$ cat config.mk
export PLATFORM = sky130hd
export DESIGN_NAME = acr_trim_coeff_regs
export DESIGN_NICKNAME = d
export VERILOG_FILES = /design/src/acr_pkg.sv /design/src/acr_coeff_mem.sv /design/src/acr_trim_coeff_regs.sv
export SDC_FILE = /design/constraint.sdc
export NUM_CORES = 1
export LEC_CHECK = 0
export BUFFER_PORTS_ARGS = -buffer_cell sky130_fd_sc_hd__buf_2
export CORE_ASPECT_RATIO = 1.2
export CORE_UTILIZATION = 51
export CTS_CLUSTER_SIZE = 16
export DETAILED_ROUTE_END_ITERATION = 12
export PLACE_DENSITY = 0.77
export SKIP_CTS_REPAIR_TIMING = 1
export SLEW_MARGIN = 20
export SYNTH_ARGS = -nofsm -noshare
export SYNTH_HDL_FRONTEND = slang
export SYNTH_SLANG_ARGS = --single-unit
export TNS_END_PERCENT = 100
$ cat constraint.sdc
create_clock -name CLK -period 4.5 [get_ports CLK]
set_input_delay 0.675 -clock CLK [delete_from_list [all_inputs] [get_ports CLK]]
set_output_delay 0.675 -clock CLK [all_outputs]
set_load 0.01 [all_outputs]
$ cat src/acr_pkg.sv
// Package of constants and types for the converter trim and coefficient bank.
package acr_pkg;

  // ----------------------------------------------------------------------
  // Widths and sizes
  // ----------------------------------------------------------------------
  localparam int ACR_DATA_W      = 8;
  localparam int ACR_ADDR_W      = 8;
  localparam int ACR_IDX_W       = 3;
  localparam int ACR_CHAN_W      = 4;
  localparam int ACR_COEFF_BYTES = 6;
  localparam int ACR_ORDER0_W    = 15;
  localparam int ACR_ORDER1_W    = 14;
  localparam int ACR_ORDER2_W    = 14;

  // ----------------------------------------------------------------------
  // Register offsets
  // ----------------------------------------------------------------------
  localparam logic [7:0] ACR_AUX_CELL_OFFSET_TRIM    = 8'h4e;
  localparam logic [7:0] ACR_GENERAL_CHANNEL_GAIN    = 8'h4f;
  localparam logic [7:0] ACR_GENERAL_CHANNEL_OFFSET  = 8'h50;
  localparam logic [7:0] ACR_GAIN_COEFF_WORD1        = 8'h51;
  localparam logic [7:0] ACR_GAIN_COEFF_WORD2        = 8'h52;
  localparam logic [7:0] ACR_GAIN_COEFF_WORD3        = 8'h53;
  localparam logic [7:0] ACR_GAIN_COEFF_WORD4        = 8'h54;
  localparam logic [7:0] ACR_GAIN_COEFF_WORD5        = 8'h55;
  localparam logic [7:0] ACR_GAIN_COEFF_WORD6        = 8'h56;

  // ----------------------------------------------------------------------
  // Reset values
  // ----------------------------------------------------------------------
  localparam logic [7:0] ACR_TRIM_RESET  = 8'h00;
  localparam logic [7:0] ACR_COEFF_RESET = 8'h00;
  localparam logic [7:0] ACR_READ_IDLE   = 8'h00;

  // ----------------------------------------------------------------------
  // Field positions inside the coefficient words
  // ----------------------------------------------------------------------
  localparam int ACR_W2_ORDER0_POS = 0;
  localparam int ACR_W2_ORDER1_BIT = 7;
  localparam int ACR_W4_ORDER1_POS = 0;
  localparam int ACR_W4_ORDER2_POS = 5;
  localparam int ACR_W6_ORDER2_POS = 0;

  // ----------------------------------------------------------------------
  // Converter channel codes
  // ----------------------------------------------------------------------
  localparam logic [3:0] ACR_CH_SELECTED_CELL = 4'h0;
  localparam logic [3:0] ACR_CH_PIN_FIRST     = 4'h1;
  localparam logic [3:0] ACR_CH_PIN_LAST      = 4'h6;

  // ----------------------------------------------------------------------
  // Coefficient assembly sequencer
  // ----------------------------------------------------------------------
  typedef enum logic [1:0] {
    ACR_SCAN_IDLE,
    ACR_SCAN_ISSUE,
    ACR_SCAN_CAPTURE
  } acr_scan_t;

endpackage : acr_pkg

$ cat src/acr_coeff_mem.sv
// Small byte store holding the factory coefficient image.
`timescale 1ns/1ps
module acr_coeff_mem #(
  parameter int WIDTH = 8,
  parameter int DEPTH = 6,
  parameter int AW    = 3
) (
  input  wire logic             clk,
  input  wire logic             rst,
  input  wire logic             wr_en,
  input  wire logic [AW-1:0]    wr_idx,
  input  wire logic [WIDTH-1:0] wr_data,
  input  wire logic             rd_en,
  input  wire logic [AW-1:0]    rd_idx,
  output logic      [WIDTH-1:0] rd_data
);

  logic [WIDTH-1:0] mem_reg [DEPTH];
  logic [WIDTH-1:0] mem_next [DEPTH];
  logic [WIDTH-1:0] rd_data_reg;
  logic [WIDTH-1:0] rd_data_next;

  always_comb begin
    for (int i = 0; i < DEPTH; i++) begin
      mem_next[i] = mem_reg[i];
    end
    if (wr_en && (int'(wr_idx) < DEPTH)) begin
      mem_next[wr_idx] = wr_data;
    end
    rd_data_next = rd_data_reg;
    if (rd_en) begin
      rd_data_next = (int'(rd_idx) < DEPTH) ? mem_reg[rd_idx] : '0;
    end
  end

  always_ff @(posedge clk or posedge rst) begin
    if (rst) begin
      for (int i = 0; i < DEPTH; i++) begin
        mem_reg[i] <= '0;
      end
      rd_data_reg <= '0;
    end else begin
      mem_reg     <= mem_next;
      rd_data_reg <= rd_data_next;
    end
  end

  assign rd_data = rd_data_reg;

endmodule : acr_coeff_mem

$ cat src/acr_trim_coeff_regs.sv
// Trim registers and gain coefficient bank of the auxiliary converter.
//
// Summary of operation
// - Trim at 0x4E corrects offset of channel code 0, the selected cell.
// - Gain trim at 0x4F serves every channel but selected cell and pins.
// - Offset trim at 0x50 serves every channel but selected cell and pins.
// - Word at 0x51 shows order-zero coefficient bits 7..0.
// - Word at 0x52 low seven bits show order-zero bits 14..8.
// - Word at 0x52 top bit shows order-one coefficient bit 0.
// - Word at 0x53 shows order-one coefficient bits 8..1.
// - Word at 0x54 low five bits show order-one bits 13..9.
// - Word at 0x54 top three bits show order-two bits 2..0.
// - Word at 0x55 shows order-two coefficient bits 10..3.
// - Word at 0x56 low three bits hold order-two bits 13..11.
`timescale 1ns/1ps
module acr_trim_coeff_regs
  import acr_pkg::*;
#(
  parameter int COEFF_BYTES = ACR_COEFF_BYTES
) (
  input  wire logic                    CLK,
  input  wire logic                    RST,
  input  wire logic [ACR_ADDR_W-1:0]   ADDR,
  input  wire logic [ACR_DATA_W-1:0]   WDATA,
  input  wire logic                    WR_STB,
  input  wire logic                    RD_STB,
  output logic      [ACR_DATA_W-1:0]   RDATA,
  input  wire logic                    FUSE_WE,
  input  wire logic [ACR_IDX_W-1:0]    FUSE_IDX,
  input  wire logic [ACR_DATA_W-1:0]   FUSE_DATA,
  input  wire logic                    FUSE_DONE,
  input  wire logic [ACR_CHAN_W-1:0]   CHAN_CODE,
  output logic      [ACR_DATA_W-1:0]   CORR_GAIN,
  output logic      [ACR_DATA_W-1:0]   CORR_OFFSET,
  output logic                         CORR_GAIN_EN,
  output logic                         CORR_OFFSET_EN,
  output logic      [ACR_ORDER0_W-1:0] COEFF_ORDER_ZERO,
  output logic      [ACR_ORDER1_W-1:0] COEFF_ORDER_ONE,
  output logic      [ACR_ORDER2_W-1:0] COEFF_ORDER_TWO,
  output logic                         COEFF_VALID
);

  // ----------------------------------------------------------------------
  // Declarations
  // ----------------------------------------------------------------------
  logic [ACR_DATA_W-1:0]   aux_cell_offset_trim_reg;
  logic [ACR_DATA_W-1:0]   aux_cell_offset_trim_next;
  logic [ACR_DATA_W-1:0]   general_channel_gain_trim_reg;
  logic [ACR_DATA_W-1:0]   general_channel_gain_trim_next;
  logic [ACR_DATA_W-1:0]   general_channel_offset_trim_reg;
  logic [ACR_DATA_W-1:0]   general_channel_offset_trim_next;

  logic [ACR_DATA_W-1:0]   rdata_reg;
  logic [ACR_DATA_W-1:0]   rdata_next;

  logic [ACR_DATA_W-1:0]   corr_gain_reg;
  logic [ACR_DATA_W-1:0]   corr_gain_next;
  logic [ACR_DATA_W-1:0]   corr_offset_reg;
  logic [ACR_DATA_W-1:0]   corr_offset_next;
  logic                    corr_gain_en_reg;
  logic                    corr_gain_en_next;
  logic                    corr_offset_en_reg;
  logic                    corr_offset_en_next;

  acr_scan_t               scan_state_reg;
  acr_scan_t               scan_state_next;
  logic [ACR_IDX_W-1:0]    scan_idx_reg;
  logic [ACR_IDX_W-1:0]    scan_idx_next;
  logic                    pending_reg;
  logic                    pending_next;
  logic                    valid_reg;
  logic                    valid_next;
  logic [ACR_ORDER0_W-1:0] order_zero_reg;
  logic [ACR_ORDER0_W-1:0] order_zero_next;
  logic [ACR_ORDER1_W-1:0] order_one_reg;
  logic [ACR_ORDER1_W-1:0] order_one_next;
  logic [ACR_ORDER2_W-1:0] order_two_reg;
  logic [ACR_ORDER2_W-1:0] order_two_next;

  logic                    mem_rd_en;
  logic [ACR_DATA_W-1:0]   mem_rd_data;

  // ----------------------------------------------------------------------
  // Helpers
  // ----------------------------------------------------------------------

  // Index of a coefficient word; only meaningful when is_coeff_addr holds.
  function automatic logic [ACR_IDX_W-1:0] coeff_index(
    input logic [ACR_ADDR_W-1:0] addr
  );
    logic [ACR_ADDR_W-1:0] diff;
    diff = addr - ACR_GAIN_COEFF_WORD1;
    return diff[ACR_IDX_W-1:0];
  endfunction : coeff_index

  function automatic logic is_coeff_addr(
    input logic [ACR_ADDR_W-1:0] addr
  );
    return (addr >= ACR_GAIN_COEFF_WORD1) &&
           (addr <= ACR_GAIN_COEFF_WORD6);
  endfunction : is_coeff_addr

  // ----------------------------------------------------------------------
  // Writable trims
  // ----------------------------------------------------------------------
  always_comb begin
    aux_cell_offset_trim_next        = aux_cell_offset_trim_reg;
    general_channel_gain_trim_next   = general_channel_gain_trim_reg;
    general_channel_offset_trim_next = general_channel_offset_trim_reg;
    if (WR_STB) begin
      // Coefficient words and unmapped offsets fall through untouched.
      case (ADDR)
        ACR_AUX_CELL_OFFSET_TRIM: begin
          aux_cell_offset_trim_next = WDATA;
        end
        ACR_GENERAL_CHANNEL_GAIN: begin
          general_channel_gain_trim_next = WDATA;
        end
        ACR_GENERAL_CHANNEL_OFFSET: begin
          general_channel_offset_trim_next = WDATA;
        end
        default: begin
        end
      endcase
    end
  end

  always_ff @(posedge CLK or posedge RST) begin
    if (RST) begin
      aux_cell_offset_trim_reg        <= ACR_TRIM_RESET;
      general_channel_gain_trim_reg   <= ACR_TRIM_RESET;
      general_channel_offset_trim_reg <= ACR_TRIM_RESET;
    end else begin
      aux_cell_offset_trim_reg        <= aux_cell_offset_trim_next;
      general_channel_gain_trim_reg   <= general_channel_gain_trim_next;
      general_channel_offset_trim_reg <= general_channel_offset_trim_next;
    end
  end

  // ----------------------------------------------------------------------
  // Read path
  // ----------------------------------------------------------------------
  // Coefficient words are rebuilt from the assembled coefficients, so a
  // read returns what the converter was being handed in the strobe cycle.
  always_comb begin
    rdata_next = ACR_READ_IDLE;
    if (RD_STB) begin
      case (ADDR)
        ACR_AUX_CELL_OFFSET_TRIM: begin
          rdata_next = aux_cell_offset_trim_reg;
        end
        ACR_GENERAL_CHANNEL_GAIN: begin
          rdata_next = general_channel_gain_trim_reg;
        end
        ACR_GENERAL_CHANNEL_OFFSET: begin
          rdata_next = general_channel_offset_trim_reg;
        end
        ACR_GAIN_COEFF_WORD1: begin
          rdata_next = order_zero_reg[7:0];
        end
        ACR_GAIN_COEFF_WORD2: begin
          rdata_next = {order_one_reg[0], order_zero_reg[14:8]};
        end
        ACR_GAIN_COEFF_WORD3: begin
          rdata_next = order_one_reg[8:1];
        end
        ACR_GAIN_COEFF_WORD4: begin
          rdata_next = {order_two_reg[2:0], order_one_reg[13:9]};
        end
        ACR_GAIN_COEFF_WORD5: begin
          rdata_next = order_two_reg[10:3];
        end
        ACR_GAIN_COEFF_WORD6: begin
          // Upper five bits belong to a coefficient outside this bank.
          rdata_next = {5'h00, order_two_reg[13:11]};
        end
        default: begin
          rdata_next = ACR_READ_IDLE;
        end
      endcase
    end
  end

  always_ff @(posedge CLK or posedge RST) begin
    if (RST) begin
      rdata_reg <= ACR_READ_IDLE;
    end else begin
      rdata_reg <= rdata_next;
    end
  end

  // ----------------------------------------------------------------------
  // Per-channel correction selection
  // ----------------------------------------------------------------------
  // The pin inputs and the selected cell gain use trims kept elsewhere;
  // the enables tell the converter that this bank has nothing for them.
  always_comb begin
    corr_gain_next      = ACR_TRIM_RESET;
    corr_offset_next    = ACR_TRIM_RESET;
    corr_gain_en_next   = 1'b0;
    corr_offset_en_next = 1'b0;
    if (CHAN_CODE == ACR_CH_SELECTED_CELL) begin
      corr_offset_next    = aux_cell_offset_trim_reg;
      corr_offset_en_next = 1'b1;
    end else if ((CHAN_CODE >= ACR_CH_PIN_FIRST) &&
                 (CHAN_CODE <= ACR_CH_PIN_LAST)) begin
      corr_gain_en_next   = 1'b0;
      corr_offset_en_next = 1'b0;
    end else begin
      corr_gain_next      = general_channel_gain_trim_reg;
      corr_gain_en_next   = 1'b1;
      corr_offset_next    = general_channel_offset_trim_reg;
      corr_offset_en_next = 1'b1;
    end
  end

  always_ff @(posedge CLK or posedge RST) begin
    if (RST) begin
      corr_gain_reg      <= ACR_TRIM_RESET;
      corr_offset_reg    <= ACR_TRIM_RESET;
      corr_gain_en_reg   <= 1'b0;
      corr_offset_en_reg <= 1'b0;
    end else begin
      corr_gain_reg      <= corr_gain_next;
      corr_offset_reg    <= corr_offset_next;
      corr_gain_en_reg   <= corr_gain_en_next;
      corr_offset_en_reg <= corr_offset_en_next;
    end
  end

  // ----------------------------------------------------------------------
  // Coefficient assembly from the factory image
  // ----------------------------------------------------------------------
  // After reset and after every completed image load the sequencer walks
  // the image one byte at a time. A load that starts mid-walk drops the
  // valid flag and leaves a request pending, so the walk runs again.
  always_comb begin
    scan_state_next = scan_state_reg;
    scan_idx_next   = scan_idx_reg;
    pending_next    = pending_reg;
    valid_next      = valid_reg;
    order_zero_next = order_zero_reg;
    order_one_next  = order_one_reg;
    order_two_next  = order_two_reg;
    mem_rd_en       = 1'b0;
    case (scan_state_reg)
      ACR_SCAN_IDLE: begin
        if (pending_reg && !FUSE_WE) begin
          pending_next    = 1'b0;
          valid_next      = 1'b0;
          scan_idx_next   = '0;
          scan_state_next = ACR_SCAN_ISSUE;
        end
      end
      ACR_SCAN_ISSUE: begin
        mem_rd_en       = 1'b1;
        scan_state_next = ACR_SCAN_CAPTURE;
      end
      ACR_SCAN_CAPTURE: begin
        case (scan_idx_reg)
          3'h0: begin
            order_zero_next[7:0] = mem_rd_data;
          end
          3'h1: begin
            order_zero_next[14:8] =
              mem_rd_data[ACR_W2_ORDER0_POS +: 7];
            order_one_next[0] = mem_rd_data[ACR_W2_ORDER1_BIT];
          end
          3'h2: begin
            order_one_next[8:1] = mem_rd_data;
          end
          3'h3: begin
            order_one_next[13:9] =
              mem_rd_data[ACR_W4_ORDER1_POS +: 5];
            order_two_next[2:0] =
              mem_rd_data[ACR_W4_ORDER2_POS +: 3];
          end
          3'h4: begin
            order_two_next[10:3] = mem_rd_data;
          end
          3'h5: begin
            order_two_next[13:11] =
              mem_rd_data[ACR_W6_ORDER2_POS +: 3];
          end
          default: begin
          end
        endcase
        if (int'(scan_idx_reg) == COEFF_BYTES - 1) begin
          valid_next      = !pending_reg;
          scan_state_next = ACR_SCAN_IDLE;
        end else begin
          scan_idx_next   = scan_idx_reg + 3'h1;
          scan_state_next = ACR_SCAN_ISSUE;
        end
      end
      default: begin
        scan_state_next = ACR_SCAN_IDLE;
      end
    endcase
    // A load strobe wins over a set of the valid flag in the same cycle.
    if (FUSE_WE) begin
      valid_next = 1'b0;
    end
    if (FUSE_DONE) begin
      pending_next = 1'b1;
      valid_next   = 1'b0;
    end
  end

  always_ff @(posedge CLK or posedge RST) begin
    if (RST) begin
      scan_state_reg <= ACR_SCAN_IDLE;
      scan_idx_reg   <= '0;
      pending_reg    <= 1'b1;
      valid_reg      <= 1'b0;
      order_zero_reg <= '0;
      order_one_reg  <= '0;
      order_two_reg  <= '0;
    end else begin
      scan_state_reg <= scan_state_next;
      scan_idx_reg   <= scan_idx_next;
      pending_reg    <= pending_next;
      valid_reg      <= valid_next;
      order_zero_reg <= order_zero_next;
      order_one_reg  <= order_one_next;
      order_two_reg  <= order_two_next;
    end
  end

  // ----------------------------------------------------------------------
  // Factory image store
  // ----------------------------------------------------------------------
  // Only the image load port writes here; the register bus cannot.
  acr_coeff_mem #(
    .WIDTH (ACR_DATA_W),
    .DEPTH (COEFF_BYTES),
    .AW    (ACR_IDX_W)
  ) u_coeff_mem (
    .clk     (CLK),
    .rst     (RST),
    .wr_en   (FUSE_WE),
    .wr_idx  (FUSE_IDX),
    .wr_data (FUSE_DATA),
    .rd_en   (mem_rd_en),
    .rd_idx  (scan_idx_reg),
    .rd_data (mem_rd_data)
  );

  // ----------------------------------------------------------------------
  // Outputs
  // ----------------------------------------------------------------------
  assign RDATA            = rdata_reg;
  assign CORR_GAIN        = corr_gain_reg;
  assign CORR_OFFSET      = corr_offset_reg;
  assign CORR_GAIN_EN     = corr_gain_en_reg;
  assign CORR_OFFSET_EN   = corr_offset_en_reg;
  assign COEFF_ORDER_ZERO = order_zero_reg;
  assign COEFF_ORDER_ONE  = order_one_reg;
  assign COEFF_ORDER_TWO  = order_two_reg;
  assign COEFF_VALID      = valid_reg;

endmodule : acr_trim_coeff_regs

After elaboration in Yosys (flattened, before gate mapping)
Index checks and enable logic that the tools add are counted.

Flip-flop bits (word level): 156. Input port bits: 37. Word-level logic and storage cells: 113. Output and inout bits: 70.

Mux-type cells: 30. Order comparisons: 7. $add $sub $neg: 1. Bitwise gates (word level): 2. Reduce and logical (&&, ||, !) cells: 25. Equal/unequal tests: 21.

Operator list (count): 8-bit by 7-bit == test with 1-bit output (second input constant) (9); 8-bit 2-to-1 mux (9); 8-bit one-hot mux with 9 select lines (1); 48-bit bitwise mux (1); 8-bit binary-select mux with 3-bit select (1); 8-bit demux with 3-bit select (1); 2-bit AND reduction (10); 1-bit 2-to-1 mux (11); 3-bit == test (second input constant) (3); 4-bit greater-or-equal comparator (second input constant) (2); 4-bit inequality test (second input constant) (2); 3-bit inverter with 4-bit output (2); 3-bit by 2-bit == test with 1-bit output (second input constant) (2); 3-bit < comparator (second input constant) (2); 3-bit 2-to-1 mux (2); 2-bit one-hot mux with 3 select lines (1); 3-bit one-hot mux with 2 select lines (1); 3-bit AND reduction (2); 2-bit nonzero test (3); 4-bit by 1-bit greater-or-equal comparator with 1-bit output (second input constant) (1); 4-bit by 3-bit <= comparator with 1-bit output (second input constant) (1); 1-bit logical AND (4); 4-bit logical NOT (1); 4-bit by 1-bit < comparator with 1-bit output (second input constant) (1); other kinds (11) (13).

Depth between registers and ports, before layout
Depth in word-level cells: 6. Mapped depth: 8. Gate-level depth less buffers: 5.

Hierarchy
A second synthesis with hierarchy kept.

Cells, all modules: 485. Area, all modules: 6922.9 sq um.

By module, submodules not included: acr_trim_coeff_regs (cells an instance 322, seq. area each 2503.7 sq um, instances 1, area an instance 4389.2 sq um); acr_coeff_mem (cells an instance 163, seq. area each 1401.3 sq um, instances 1, area an instance 2533.7 sq um).

Worst setup path before layout
Ideal clock, no wire load.

Kind: flip-flop to flip-flop. Start: reg scan_idx_reg[0]. End: reg order_zero_reg[0], in the netlist COEFF_ORDER_ZERO[0]. Setup time: 125 ps. Path slack: 2466 ps. Path buffers: 3. Stages on the path, launching flop included: 8. Data arrival time: 1910 ps. Required time: 4375 ps. Clock period less this slack: 2034 ps. Path through: dfrtp_1 > buf_2 > buf_2 > inv_1 > ha_1 > nor4bb_1 > clkbuf_1 > mux2_2.

Cells in the longest elaborated chain, start to end: 2.

RTL lines: from (decl) (RTL line acr_trim_coeff_regs.sv:67) `logic [ACR_IDX_W-1:0] scan_idx_reg;`; from (signal assigned) (RTL line acr_trim_coeff_regs.sv:321) `scan_idx_reg <= scan_idx_next;`; 3-bit logical NOT (RTL line acr_trim_coeff_regs.sv:260) `case (scan_idx_reg)`; 2-bit AND reduction (no line); to (signal assigned) (RTL line acr_trim_coeff_regs.sv:324) `order_zero_reg <= order_zero_next;`; to (decl) (RTL line acr_trim_coeff_regs.sv:73) `logic [ACR_ORDER0_W-1:0] order_zero_reg;`.

Every way passes these cells. A chain may end at the register's enable or synchronous reset.

Worst setup path after layout
Start: reg scan_idx_reg[0]. End: reg order_one_reg[0], in the netlist COEFF_ORDER_ONE[0].

Cells in the longest elaborated chain, start to end: 2.

RTL lines: 3-bit by 1-bit == test with 1-bit output (RTL line acr_trim_coeff_regs.sv:260); 2-bit AND reduction (no line); to (signal assigned) (RTL line acr_trim_coeff_regs.sv:325) `order_one_reg <= order_one_next;`; to (decl) (RTL line acr_trim_coeff_regs.sv:75) `logic [ACR_ORDER1_W-1:0] order_one_reg;`.

Every way passes these cells.

==> results.md <==
- Status: completed
- Pin count of the biggest net entering global routing: 115
- Top cell type's share of synthesized area: 56.0%
- Worst Path Required: 4.81 ns
- Crit end category: register
- Synth unique cells: 56
- RSZ-0062 raised after global routing: no
- DRT Wirelength: 15400 um
- Max-cap viol count: 0
- Clock Skews: 0.00809 ns
- Design Power: 4720 uW
- Netlist Area Pre-Place: 6930 sq um
- 1st-iter DRT viols: 197
- Register bit total from synthesis: 156
- GRT overflow: 0
- Initial Utilization: 52.3%
- Gp weighted congestion: 0.808
- Syn Nets: 553
- Die area: 14100 sq um
- CTS buffer count: 17
- Iteration count of the initial detailed-routing pass: 4
- Count leader, synth: dfrtp_1
- HP Start: FUSE_DONE
- Hold Worst Slack: 0.415 ns
- Routed len/inst: 19.5 um
- Kind of critical path: register to register
- Min setup slack post-route: 1.71 ns
- Die height: 130 um
- Die Wd: 108 um
- Final Setup Violations: 0
- Max incr delay on CP: 0.99 ns
- Hold-critical path depth: 2
- Ports: 107
- CP max-delay cell: dfrtp_1
- Worst Path Max Fanout: 20
- Post-synth EDFFs: 0
- Nets: 652
- Site Rows: 46
- Port Buffers: 106
- R2r worst-path depth: 3
- First-pass GRT wire length: 25000 um
- Fin cells: 789
- Clock Pin Slew Worst Setup and Hold Paths: 0.06 ns
- Multi-input logic area: 2850 sq um
- GRT Util Overall: 23.7%
- Critical Path AT: 3.10 ns
- Critical path launch point type: register
- Layout overhead on the synthesized area: 18.7%
- Register area share after synthesis: 56.4%
- Synth async-reset ratio: 100%
- Synth Area per Inst: 13.6 sq um
- Final min period: 2.79 ns
- ANT cells: 0
- Max reg flops: 48
- Pre-CTS WS: 1.70 ns
- Sink Count: 156
- Syn. warnings: 0
- Post-DP HPWL: 11000 um
- Reg2reg start: scan_idx_reg[0]
- Worst-path cell chain: ha_1, nor4bb_2, mux2_2
- Longest Clk Path Bufs: 2
- Sequential Area: 3910 sq um
- Fin. Hold Viols: 0
- Lkg Pwr: 0.00387 uW
- Hold Crit Class: input port to register
- Achievable Freq: 359 MHz
- Placed cell count: 759
- Vias: 4617
- Initial antenna violation count: 0
- DRT antenna net count: 0
- Cell family with most CP delay: flip-flops
- Worst-margin pin slew: 1.07 ns
- Vias in the first global route: 4856
- Mean number of vias per cell: 5.85
- Slew headroom: 27.8%
- Filler cells: 1032
- DRC: 0
- Layout cells sized above 1: 44.4%
- CTS tree: done
- Synth top cells by count: 155 x dfrtp_1, 108 x mux2_2, 26 x o21ai_0, 25 x nand2_1, 20 x a21oi_1
- Period utilization: 62.0%
- Root Buffer: clkbuf_16
- Main synth FF type: dfrtp_1
- Crit path depth: 3
- Max-slew violations: 0
- Setup crit start: scan_idx_reg[0]
- Top cells by area, synth: dfrtp_1 56%, mux2_2 18%, mux4_2 3.6%
- Area leader, netlist: dfrtp_1
- CORE AREA: 13200 sq um
- H-tree Lvls: 4
- Maximum vdd ir drop: 0.380 mV
- Clock latency on the worst-skew pair: 0.43 ns
- Pwr/cell area: 574 nW/um^2
- Worst path buffer plus inverter count: 0
- Setup TNS: 0 ns
- Gate Count Post-Synth: 511
==> layout make-up <==
class,count,area share (%)
clock inverter,10,2.30
multi-input combinational,312,34.6
inverter,16,0.776
timing repair buffer,107,6.70
sequential,156,47.5
clock buffer,20,5.55
tap,168,2.56
==> per-layer routing <==
| layer | vias up | GRT usage, % | share of wire (%) | wire (um) |
|---|---|---|---|---|
| li1 | 2090 | - | - | - |
| met1 | 2348 | 27.2 | 39 | 5990 |
| met2 | 146 | 41.3 | 53 | 8190 |
| met3 | 33 | 6.39 | 5.5 | 850 |
| met4 | 0 | 10.7 | 2.3 | 356 |
| met5 | - | 0 | 0 | 0 |
==> cells by family after synthesis <==
group,after synthesis,share of synthesized area (%)
compound gates,94,8.96
buf+inv,43,2.82
mux,126,22.1
simple gates,87,8.81
flops,156,56.4
fa+ha+maj,5,0.903
==> stage by stage <==
stage,util (%),area (sq um)
6_report,62.1,8220
5_1_grt,62.1,8220
4_1_cts,62.1,8220
3_5_place_dp,57.2,7580
3_3_place_gp,57.2,7580
2_1_floorplan,-,6930
==> layout by cell type, fill, tap and decap left out, types with 2 or more instances in the layout <==
cell type and count:
dfrtp_1 155, mux2_2 108, buf_2 106, o21ai_0 26, nand2_1 25, a21oi_1 20, clkbuf_16 17, inv_1 14
a22o_1 14, mux4_2 11, and2_1 9, a221oi_1 8, nand3b_1 7, a22oi_1 7, mux2i_1 7, nand4b_1 5
nand2b_1 5, nor2_1 5, ha_1 5, bufinv_16 5, nand3_1 3, nor4bb_2 3, a31oi_1 3, nor3_2 3
a211oi_1 3, nor3b_2 2, a21boi_0 2, nor3_1 2, nand4bb_1 2, or4b_2 2, a32oi_1 2, o211ai_1 2
clkinvlp_4 2, clkbuf_8 2, clkinv_4 2
==> worst register-to-register path: stages (launching register included) <==
cell and delay, ns:
dfrtp_1 0.99, ha_1 0.34, nor4bb_2 0.90, mux2_2 0.43
==> final timing paths <==
| path | slack, ns | end |
|---|---|---|
| max | 1.71 | COEFF_ORDER_ONE[0] |
| min | 0.42 | COEFF_VALID |
| max reg2reg | 1.71 | COEFF_ORDER_ONE[0] |
| min reg2reg | 0.50 | u_coeff_mem.mem_reg[0] |
| max in group asynchronous | 3.01 | u_coeff_mem.mem_reg[23] |
| min in group asynchronous | 0.44 | COEFF_ORDER_ZERO[0] |
==> where the power goes <==
group          internal [uW]  switching [uW]  total (uW)
clock network           1010             554        1560
logic                    567             528        1090
registers               1730             333        2060
total                   3310            1420        4720
(Power assumes the default switching activity.)
